===== src/rtl/pw_defs.svh =====
`ifndef PW_DEFS_SVH
`define PW_DEFS_SVH
// data header: byte positions, flag bit and version
`define HDR_T_BIT 3'h7
`define HDR_VER_BYTE 4'h1
`define HDR_SID_BYTE 4'h4
`define HDR_LAST_BYTE 4'h7
`define L2TP_VERSION 4'h3
// sublayer header: byte positions and codes
`define SUB_FLAG_BYTE 4'h0
`define SUB_INFO_BYTE 4'h1
`define SUB_LAST_BYTE 4'h3
`define SUB_H_DATA 2'h0
`define MCM_MAX_PKTS 4'hA
// one mpeg segment is 188 bytes, counted 0 to 187
`define MPEG_LAST 8'hBB
// attribute records
`define ATTR_LEN 10'h008
`define ATTR_LATENCY 16'h0012
`define ATTR_SBFD 16'h0013
`define ATTR_MCAST 16'h0014
`define ATTR_SUBTYPE 16'h003F
`define ATTR_VENDOR 16'h0000
`define DROP_MAX 16'hFFFF
`endif


===== src/rtl/pw_pkg.sv =====
package pw_pkg;
  // parse states, gray along hdr -> sub -> pay
  typedef enum logic [1:0] {
    ST_HDR = 2'h0,
    ST_SUB = 2'h1,
    ST_PAY = 2'h3,
    ST_DROP = 2'h2
  } parse_state_e;
  // what one payload segment carries
  typedef enum logic [1:0] {
    K_MPEG = 2'h0,
    K_FRAME = 2'h1,
    K_FRAG = 2'h2,
    K_PLC = 2'h3
  } seg_kind_e;
  typedef struct packed {
    logic [7:0] data;
    logic last;
    seg_kind_e kind;
    logic [3:0] chan;
  } seg_word_s;
  typedef struct packed {
    logic known;
    logic down;
    logic mpt;
    logic multi;
  } sub_info_s;
  // sublayer subtype table; unlisted and reserved codes come back all zero
  function automatic sub_info_s decode_subtype(input logic [4:0] c);
    sub_info_s r;
    r = '0;
    case (c)
      5'h01, 5'h03, 5'h13: r = '{1'b1, 1'b1, 1'b1, 1'b0};
      5'h02, 5'h04, 5'h0D, 5'h0E, 5'h15, 5'h18: r = '{1'b1, 1'b1, 1'b0, 1'b0};
      5'h12, 5'h14: r = '{1'b1, 1'b0, 1'b1, 1'b0};
      5'h06, 5'h07, 5'h08, 5'h09, 5'h0A, 5'h0B, 5'h0C,
      5'h0F, 5'h10, 5'h16, 5'h17: r = '{1'b1, 1'b0, 1'b0, 1'b0};
      default: r = '0;
    endcase
    r.multi = (c == 5'h03);
    return r;
  endfunction
endpackage


===== src/rtl/seg_if.sv =====
`timescale 1ns/1ns
// segment word with valid/ready between parser and buffer
interface seg_if import pw_pkg::*; ();
  logic valid;
  logic ready;
  seg_word_s w;
  modport src(output valid, output w, input ready);
  modport snk(input valid, input w, output ready);
endinterface


===== src/rtl/seg_buffer.sv =====
`timescale 1ns/1ns
module seg_buffer import pw_pkg::*; (
  // clock, enable and reset
  input wire logic clk,
  input wire logic rst_n,
  input wire logic ce,
  // filling side
  seg_if.snk in_s,
  // draining side
  output logic out_valid,
  input wire logic out_ready,
  output seg_word_s out_w
);
  typedef struct packed {
    logic hv;
    logic sv;
    logic rdy;
    seg_word_s hd;
    seg_word_s sd;
  } buf_s;
  buf_s st;
  buf_s next_st;

  // head register drives the outputs; the spare entry catches a word during a stall
  always_comb begin
    next_st = st;
    if (st.hv && out_ready) begin
      if (st.sv) begin
        next_st.hd = st.sd;
        next_st.sv = 1'b0;
      end else begin
        next_st.hv = 1'b0;
      end
    end
    if (in_s.valid && !st.sv) begin
      if (!next_st.hv) begin
        next_st.hv = 1'b1;
        next_st.hd = in_s.w;
      end else begin
        next_st.sv = 1'b1;
        next_st.sd = in_s.w;
      end
    end
    // room for the next cycle is registered with the rest of the state
    next_st.rdy = !next_st.sv;
  end

  always_ff @(posedge clk or negedge rst_n) begin
    if (!rst_n) begin
      st <= '0;
      st.rdy <= 1'b1;
    end else if (ce) begin
      st <= next_st;
    end
  end

  // ready is a flop: no combinational path from out_ready back to the source
  assign in_s.ready = st.rdy;
  assign out_valid = st.hv;
  assign out_w = st.hd;
endmodule // seg_buffer


===== src/rtl/attr_codec.sv =====
`timescale 1ns/1ns
`include "pw_defs.svh"
module attr_codec import pw_pkg::*; (
  // clock, enable and reset
  input wire logic clk,
  input wire logic rst_n,
  input wire logic ce,
  // incoming setup record
  input wire logic rec_valid,
  input wire logic [63:0] rec_data,
  // decoded values
  output logic [15:0] latency_phb,
  output logic [15:0] sbfd_phb,
  output logic [15:0] mcast_port,
  output logic mcast_port_valid,
  output logic rec_err,
  output logic [4:0] subtype,
  output sub_info_s info,
  output logic [63:0] reply_record
);
  typedef struct packed {
    logic [15:0] lat;
    logic [15:0] sbfd;
    logic [15:0] mport;
    logic mvalid;
    logic err;
    logic [4:0] sub;
    sub_info_s info;
    logic [63:0] reply;
  } codec_s;
  codec_s st;
  codec_s next_st;
  logic hdr_ok;
  logic [15:0] typ;
  logic [15:0] val;
  sub_info_s cand;

  // record layout: m, 5 spare bits, length, vendor, type, value
  assign hdr_ok = rec_data[63] && (rec_data[57:48] == `ATTR_LEN);
  assign typ = rec_data[31:16];
  assign val = rec_data[15:0];
  assign cand = decode_subtype(val[4:0]);

  always_comb begin
    next_st = st;
    next_st.err = 1'b0;
    if (rec_valid) begin
      if (!hdr_ok) begin
        next_st.err = 1'b1;
      end else if (typ == `ATTR_LATENCY) begin
        next_st.lat = val;
      end else if (typ == `ATTR_SBFD) begin
        next_st.sbfd = val;
      end else if (typ == `ATTR_MCAST) begin
        next_st.mport = val;
        next_st.mvalid = 1'b1;
      end else if (typ == `ATTR_SUBTYPE && val[15:5] == 11'h000 && cand.known) begin
        next_st.sub = val[4:0];
        next_st.info = cand;
      end else begin
        next_st.err = 1'b1; // reserved or unknown codes are refused
      end
    end
    // reply carries the session's own subtype back
    next_st.reply = {1'b1, 5'h00, `ATTR_LEN, `ATTR_VENDOR, `ATTR_SUBTYPE, 11'h000, next_st.sub};
  end

  always_ff @(posedge clk or negedge rst_n) begin
    if (!rst_n) begin
      // the reply word is a well-formed record even before any subtype is taken
      st <= '0;
      st.reply <= {1'b1, 5'h00, `ATTR_LEN, `ATTR_VENDOR, `ATTR_SUBTYPE, 16'h0000};
    end else if (ce) begin
      st <= next_st;
    end
  end

  assign latency_phb = st.lat;
  assign sbfd_phb = st.sbfd;
  assign mcast_port = st.mport;
  assign mcast_port_valid = st.mvalid;
  assign rec_err = st.err;
  assign subtype = st.sub;
  assign info = st.info;
  assign reply_record = st.reply;
endmodule // attr_codec


===== src/rtl/pseudowire_data_header_codec.sv =====
`timescale 1ns/1ns
`include "pw_defs.svh"
module pseudowire_data_header_codec import pw_pkg::*; (
  // clock, enable and reset
  input wire logic clk,
  input wire logic rstn,
  input wire logic ce,
  // packet bytes from the headend core
  input wire logic in_valid,
  input wire logic [7:0] in_data,
  input wire logic in_last,
  output logic in_ready,
  // payload segments out
  output logic out_valid,
  input wire logic out_ready,
  output logic [7:0] out_data,
  output logic out_last,
  output logic [1:0] out_kind,
  output logic [3:0] out_chan,
  // session setup
  input wire logic [31:0] session_id,
  input wire logic session_up,
  // session supervision
  output logic teardown_req,
  input wire logic teardown_ack,
  output logic [15:0] drop_count,
  // setup records
  input wire logic rec_valid,
  input wire logic [63:0] rec_data,
  output logic rec_err,
  output logic [4:0] session_subtype,
  output logic [15:0] latency_phb,
  output logic [15:0] sbfd_phb,
  output logic [15:0] mcast_port,
  output logic mcast_port_valid,
  output logic [63:0] reply_record
);
  typedef struct packed {
    parse_state_e st;
    logic [3:0] hcnt;
    logic [7:0] scnt;
    logic [3:0] sidx;
    logic [31:0] sid;
    logic bad;
    logic [1:0] h;
    seg_kind_e kind;
    logic [3:0] pcnt;
    logic tear;
    logic [15:0] drops;
  } parse_s;
  // packet as it arrives, one byte a cycle:
  //   bytes 0-7   data header; byte 0 bit 7 is the transport flag,
  //               byte 1 low nibble the version, bytes 4-7 the session
  //               identifier, most significant byte first
  //   bytes 8-11  sublayer header; byte 8 bits 5:4 select the header kind,
  //               byte 9 holds the segment count (low nibble) and the
  //               streaming kind (top two bits)
  //   bytes 12 on payload, forwarded one byte per buffer word
  // hcnt counts bytes inside a header, scnt bytes inside an mpeg segment,
  // sidx segments inside a packet; pcnt keeps the announced count so the
  // end of the packet can be held against it
  // a reset in mid-packet loses the half-parsed packet, by design

  parse_s s;
  parse_s next_s;
  logic [1:0] rsync;
  logic rst_n;
  sub_info_s info;
  seg_word_s buf_w;
  logic take;
  logic sess_ok;
  logic seg_end;
  logic [31:0] sid_full;

  // parser to buffer handshake
  seg_if seg ();

  // reset release passes two flops; assertion stays asynchronous
  always_ff @(posedge clk or negedge rstn) begin
    if (!rstn) begin
      rsync <= 2'h0;
    end else begin
      rsync <= {rsync[0], 1'b1};
    end
  end
  assign rst_n = rsync[1];

  // setup record decode and reply build
  // the codec holds the accepted subtype that every packet is judged against
  attr_codec u_codec (
    .clk(clk),
    .rst_n(rst_n),
    .ce(ce),
    .rec_valid(rec_valid),
    .rec_data(rec_data),
    .latency_phb(latency_phb),
    .sbfd_phb(sbfd_phb),
    .mcast_port(mcast_port),
    .mcast_port_valid(mcast_port_valid),
    .rec_err(rec_err),
    .subtype(session_subtype),
    .info(info),
    .reply_record(reply_record)
  );

  // two-entry buffer so a stalled receiver loses no byte
  seg_buffer u_buf (
    .clk(clk),
    .rst_n(rst_n),
    .ce(ce),
    .in_s(seg.snk),
    .out_valid(out_valid),
    .out_ready(out_ready),
    .out_w(buf_w)
  );

  // the buffer head is unpacked onto the pins; every field is a flop bit
  assign out_data = buf_w.data;
  assign out_last = buf_w.last;
  assign out_kind = buf_w.kind;
  assign out_chan = buf_w.chan;

  // ce low freezes parser and buffer together, but in_ready is not gated by ce, so
  // a byte handed over while ce is low is never taken and is lost
  // header bytes also wait for buffer room; one handshake for every phase keeps it simple
  assign in_ready = seg.ready;
  assign take = in_valid && seg.ready;
  // only a downstream session with a known subtype counts as set up
  assign sess_ok = session_up && info.known && info.down;
  // the count before this byte is looked at, so seg_end is true on the 188th byte
  assign seg_end = (s.scnt == `MPEG_LAST);
  // identifier as it stands once this byte is shifted in; judging it on byte 7
  // saves a cycle over judging the register afterwards
  assign sid_full = {s.sid[23:0], in_data};

  // byte-serial parser: data header, sublayer header, payload, or drop to packet end
  always_comb begin
    next_s = s;
    seg.valid = 1'b0;
    seg.w = '0;
    // acknowledge clears the flag; a new mismatch below wins
    if (teardown_ack) begin
      next_s.tear = 1'b0;
    end
    // payload goes to the buffer straight from the pin; in_ready already
    // tells the source whether the buffer has room
    if (s.st == ST_PAY) begin
      seg.valid = in_valid;
      seg.w.data = in_data;
      seg.w.kind = s.kind;
      seg.w.chan = info.multi ? s.sidx : 4'h0;
      if (info.mpt) begin
        seg.w.last = seg_end || in_last;
      end else begin
        seg.w.last = in_last;
      end
    end
    // everything below moves only on a byte actually taken
    if (take) begin
      case (s.st)
        ST_HDR: begin
          next_s.hcnt = s.hcnt + 4'h1;
          if (s.hcnt == 4'h0) begin
            next_s.bad = in_data[`HDR_T_BIT];
          end
          // the reserved bits around version and the second reserved field are ignored
          if (s.hcnt == `HDR_VER_BYTE && in_data[3:0] != `L2TP_VERSION) begin
            next_s.bad = 1'b1;
          end
          // identifier bytes shift in at the bottom and move up, most significant first
          if (s.hcnt >= `HDR_SID_BYTE) begin
            next_s.sid = sid_full;
          end
          if (in_last) begin
            // runt packet, nothing to forward
            next_s.hcnt = 4'h0;
          end else if (s.hcnt == `HDR_LAST_BYTE) begin
            // no cookie: sublayer header starts next
            next_s.hcnt = 4'h0;
            if (s.bad) begin
              next_s.st = ST_DROP;
            end else if (!sess_ok || sid_full != session_id) begin
              next_s.st = ST_DROP;
              // the count stops at its top value rather than wrap to zero
              if (s.drops != `DROP_MAX) begin
                next_s.drops = s.drops + 16'h0001;
              end
            end else begin
              next_s.st = ST_SUB;
            end
          end
        end
        ST_SUB: begin
          next_s.hcnt = s.hcnt + 4'h1;
          // flag byte keeps the header kind; the info byte keeps count and kind
          if (s.hcnt == `SUB_FLAG_BYTE) begin
            next_s.h = in_data[5:4];
          end
          if (s.hcnt == `SUB_INFO_BYTE) begin
            next_s.pcnt = in_data[3:0];
            if (info.mpt) begin
              next_s.kind = K_MPEG;
            end else begin
              // streaming: top two bits pick frame, fragment or link channel
              case (in_data[7:6])
                2'h0: next_s.kind = K_FRAME;
                2'h1: next_s.kind = K_FRAG;
                2'h2: next_s.kind = K_PLC;
                default: next_s.bad = 1'b1;
              endcase
            end
          end
          if (in_last) begin
            next_s.st = ST_HDR;
            next_s.hcnt = 4'h0;
          end else if (s.hcnt == `SUB_LAST_BYTE) begin
            next_s.hcnt = 4'h0;
            next_s.scnt = 8'h00;
            next_s.sidx = 4'h0;
            if (s.h != `SUB_H_DATA || s.bad) begin
              // latency and undefined headers are not payload; dropped quietly
              next_s.st = ST_DROP;
            end else if (info.multi && (s.pcnt == 4'h0 || s.pcnt > `MCM_MAX_PKTS)) begin
              next_s.st = ST_DROP;
            end else begin
              next_s.st = ST_PAY;
            end
          end
        end
        ST_PAY: begin
          if (info.mpt) begin
            next_s.scnt = seg_end ? 8'h00 : s.scnt + 8'h01;
            if (seg_end) begin
              next_s.sidx = s.sidx + 4'h1;
            end
          end
          if (in_last) begin
            next_s.st = ST_HDR;
            next_s.hcnt = 4'h0;
            // a partial mpeg segment or a count mismatch means a foreign format
            if (info.mpt && !seg_end) begin
              next_s.tear = 1'b1;
            end
            if (info.multi && seg_end && (s.sidx + 4'h1) != s.pcnt) begin
              next_s.tear = 1'b1;
            end
          end
        end
        // dropped packets still wait on in_ready like every phase, so a stalled receiver
        // can hold up a bad packet and the one behind it
        ST_DROP: begin
          if (in_last) begin
            next_s.st = ST_HDR;
            next_s.hcnt = 4'h0;
          end
        end
        // no encoding is left unused; an unknown state value falls back to waiting for a header
        default: begin
          next_s.st = ST_HDR;
        end
      endcase
    end
  end

  // the parser uses the synchronised reset copy, so its release is clean
  // against the clock even when rstn rises close to an edge
  // all parser state in one register
  always_ff @(posedge clk or negedge rst_n) begin
    if (!rst_n) begin
      s <= '0;
    end else if (ce) begin
      s <= next_s;
    end
  end

  // supervision outputs are plain register copies
  assign teardown_req = s.tear;
  assign drop_count = s.drops;
endmodule // pseudowire_data_header_codec


===== config.mk =====
export PLATFORM = sky130hd
export DESIGN_NAME = pseudowire_data_header_codec
export DESIGN_NICKNAME = d
export VERILOG_FILES = /design/src/rtl/pw_pkg.sv /design/src/rtl/seg_if.sv /design/src/rtl/seg_buffer.sv /design/src/rtl/attr_codec.sv /design/src/rtl/pseudowire_data_header_codec.sv
export VERILOG_INCLUDE_DIRS = /design/src /design/src/rtl
export SDC_FILE = /design/constraint.sdc
export NUM_CORES = 1
export LEC_CHECK = 0
export BUFFER_PORTS_ARGS = -buffer_cell sky130_fd_sc_hd__buf_4
export CAP_MARGIN = 10
export CORE_MARGIN = 3
export CORE_UTILIZATION = 45
export DETAILED_ROUTE_END_ITERATION = 10
export PLACE_DENSITY = 0.75
export SYNTH_ARGS = -nofsm -noshare
export SYNTH_HDL_FRONTEND = slang
export SYNTH_HIERARCHICAL = 1
export SYNTH_SLANG_ARGS = --single-unit

===== constraint.sdc =====
create_clock -name clk -period 14.1 [get_ports clk]
set_input_delay 1.41 -clock clk [delete_from_list [all_inputs] [get_ports clk]]
set_output_delay 1.41 -clock clk [all_outputs]
set_load 0.005 [all_outputs]

==> results.toml <==
[layout]
layout-drive-gt1-share_pct = 38.99
final.fill_count = 1675
stdcell_count = 1173
finalNetCount = 1028
seqCellArea_mm2 = 0.004059
multi_input_area_mm2 = 0.004036
layout-area-overhead-vs-synth_pct = 19.40
final_util_pct = 55.29
insertedDiodeCount = 0

[logic_synthesis]
synth_enable_flop_cells = 0
post_synth_and_or_nand_nor_area_fraction_pct = 14.85
synth.distinct_cells = 76
synth-xor-area-share_pct = 5.388
synthesis.area_mm2 = 0.008778
synth-compound-area-share_pct = 6.571
syn_area_per_cell_um2 = 11.63
number_of_warnings_issued_by_yosys = 6
synth.yosys.seq_area_share_pct = 46.19
synth_ff_type = "sky130_fd_sc_hd__dfrtp_1"
yosys_register_bits = 162
synthesis.instances = 755
synth.mux.area_fraction_pct = 14.30
largest_family_of_logic_cells_by_synthesized_area = "simple AND/OR/NAND/NOR gates"
synth_async_sr_flop_share_pct = 100.0
synthAdderAreaFrac_pct = 2.138

[sta]
timing_worst_slew_pin_value_ns = 0.9159
whs_ns = 0.3111
maxClockFrequency_mhz = 295.0
skew_ns = 0.01344
report.final.setup_viol = 0
worst_slew_margin_rel_pct = 38.74
fin_setup_tns_ns = 0
layout_min_cycle_time_ns = 3.390
unrepaired_setup_endpoints_after_global_routing = "no"
maxSlewViolCount = 0
finalCritPeriodShare_pct = 24.04
final_hold_viol_count = 0

[routing]
detail-route-antenna-nets = 0
dr.first_iter.drc_count = 244
final_routed_drc_violation_total = 0
route.vias.total = 6101
post_drt_via_cell_ratio = 5.201
routed_wl_um = 20420
first_pass_detailed_route_iteration_total = 5
wire_per_inst_um = 17.40

[place]
gp_routability_congestion = 0.8504
number_of_port_buffers = 185
detailedPlacementHpwl_um = 14990
place.detailed.instances = 1141

[outcome]
outcome = "completed"

[critical_path]
worst_path_fanout_max = 15
crit_required_ns = 14.40
timing.critical_path.arrival_ns = 3.69
critPathCaptureType = "flip-flop"
start_kind = "primary input"
critical_path_class = "in2reg"

[clocking]
worst_setup_hold_path_clk_slew_ns = 0.07
clock_path_buffers = 2
clock_sink_count = 162
clock_tree.htree_level_count = 4
insertion_delay_ns = 0.42
cts.repair_timing.setup_buffer_count = 0
post_cts_resized = 0
ctsRootBufferMaster = "sky130_fd_sc_hd__clkbuf_16"
clock_buffer_count_from_cts = 17
clock_tree_from_tritoncts = "yes"
hold_buffers = 0

[global_route]
overall_overflow_remaining_after_global_route = 0
initial_antenna_violation_count = 0
grt_pass1_wl_um = 32910
grt_max_degree = 66
first_global_vias = 6197
grt.total_usage_pct = 19.24

[power_and_ir_drop]
worst_ir_drop_on_vdd_mv = 0.09572
power.leakage_nw = 5.180
power-per-cell-area_mw_per_mm2 = 125.7
totalPowerFinal_mw = 1.318

[run]
drv_cap = 0

[die]
fp-row-count = 50
floorplan.initialDensity_pct = 46.31
die_footprint_mm2 = 0.02122
core_mm2 = 0.01896
count_of_boundary_i_o_pins = 266
dieWidth_um = 145.7
die_height_um = 145.7

[hold_path]
min-delay-path-class = "reg2async"
## final timing paths
path / to / slack [ns] / from / cells after the start
max: drop_count[1]$_DFFE_PN0P_ / 10.71 / ce / 7
max reg2reg: drop_count[1]$_DFFE_PN0P_ / 11.41 / u_buf/in_s.ready$_DFFE_PN1P_ / 6
min reg2reg: u_codec/reply_record[3]$_DFFE_PN0P_ / 0.31 / rsync[1]$_DFF_PN0_ / 0
min in group clk: rsync[1]$_DFF_PN0_ / 0.35 / rsync[0]$_DFF_PN0_ / 0
min: u_codec/reply_record[3]$_DFFE_PN0P_ / 0.31 / rsync[1]$_DFF_PN0_ / 0
max in group asynchronous: s[44]$_DFFE_PN0P_ / 12.53 / rsync[1]$_DFF_PN0_ / 1
## routing by layer
layer  global-route usage [%]  vias up  share of wire [%]
met5                        0        -                  0
met4                    6.553        0                2.2
met3                    6.758       27                8.2
met2                    31.64      228                 49
met1                    23.68     3003                 41
li1                         -     2843                  -
## cells in the mapped netlist (all sizes together) (10+ instances only)
library cell  count  area share, %
and3             27            1.9
ha               15            2.1
a21oi            16           0.91
nor3             10           0.63
o21ai            27            1.5
nor2             26            1.2
a221o            15            1.8
mux2            104             14
nor4             12            1.4
nand2b           11           0.81
xor2             11            1.1
clkbuf           10           0.44
nand2            25            1.1
and2             17            1.2
xnor2            43            4.3
nand4            20            1.7
dfrtp           161             46
inv              10           0.43
buf             111            9.6
nand3            19            1.1
## cell type report
type,count,area share (%)
sequential,162,38.73
multi-input combinational,519,38.51
timing repair buffer,190,13.61
clock buffer,17,4.059
tap,260,3.104
clock inverter,15,1.635
inverter,10,0.3581
## cells by family after synthesis
family	count (synthesis)
flip-flops	162
multiplexers	107
adder cells (fa/ha/maj)	15
AO/OA/AOI/OAI	80
AND/OR/NAND/NOR	203
XOR/XNOR	54
buffers and inverters	131
other	3
## where the power goes
group          switching [mW]  leakage, nW  internal (mW)
sequential             0.0698         2.19          0.524
combinational           0.118         2.70          0.134
clock                   0.206        0.290          0.266
## worst max-delay path, stage by stage
cell and delay (ns):
sky130_fd_sc_hd__buf_4 0.22, sky130_fd_sc_hd__nand3_1 0.35, sky130_fd_sc_hd__nor2_1 0.29, sky130_fd_sc_hd__or4b_4 0.51
sky130_fd_sc_hd__a31oi_4 0.38, sky130_fd_sc_hd__nand2_1 0.18, sky130_fd_sc_hd__mux2_4 0.34
## metrics by stage
step / area [um^2] / worst slack [ns]
after global placement: 9884 / 10.31
final: 10480 / 10.71
after CTS: 10480 / 10.72
after detailed placement: 9884 / 10.28
after global routing: 10480 / 10.56
after floorplan: 8992 / 9.254
## state kept, by name, summed over array words and instances, names as in the netlist
signal and cells:
drop_count 16, rsync 2, s 51, teardown_req 1, u_buf/in_s.ready 1, u_buf/out_valid 1
u_buf/out_w 15, u_buf/st 16, u_codec/info 4, u_codec/latency_phb 16, u_codec/mcast_port 16, u_codec/mcast_port_valid 1
u_codec/rec_err 1, u_codec/reply_record 5, u_codec/sbfd_phb 16
## layout by cell type, fill, tap and decap left out, types with 10 or more instances in the layout
cell,netlist,routed
sky130_fd_sc_hd__a221o_1,10,10
sky130_fd_sc_hd__and2_1,16,16
sky130_fd_sc_hd__dfrtp_1,161,160
sky130_fd_sc_hd__mux2_2,93,93
sky130_fd_sc_hd__inv_1,10,10
sky130_fd_sc_hd__nand3_1,19,19
sky130_fd_sc_hd__conb_1,3,60
sky130_fd_sc_hd__nand2_1,24,24
sky130_fd_sc_hd__a21oi_1,16,16
sky130_fd_sc_hd__mux2_4,11,11
sky130_fd_sc_hd__ha_1,15,15
sky130_fd_sc_hd__buf_4,96,190
sky130_fd_sc_hd__nand4_1,18,18
sky130_fd_sc_hd__and3_1,27,27
sky130_fd_sc_hd__nor2_1,25,25
sky130_fd_sc_hd__clkbuf_16,0,17
sky130_fd_sc_hd__xnor2_1,43,43
sky130_fd_sc_hd__o21ai_0,27,27
sky130_fd_sc_hd__xor2_1,11,11
sky130_fd_sc_hd__nand2b_1,10,10
Power figures use the tool's default switching activity.
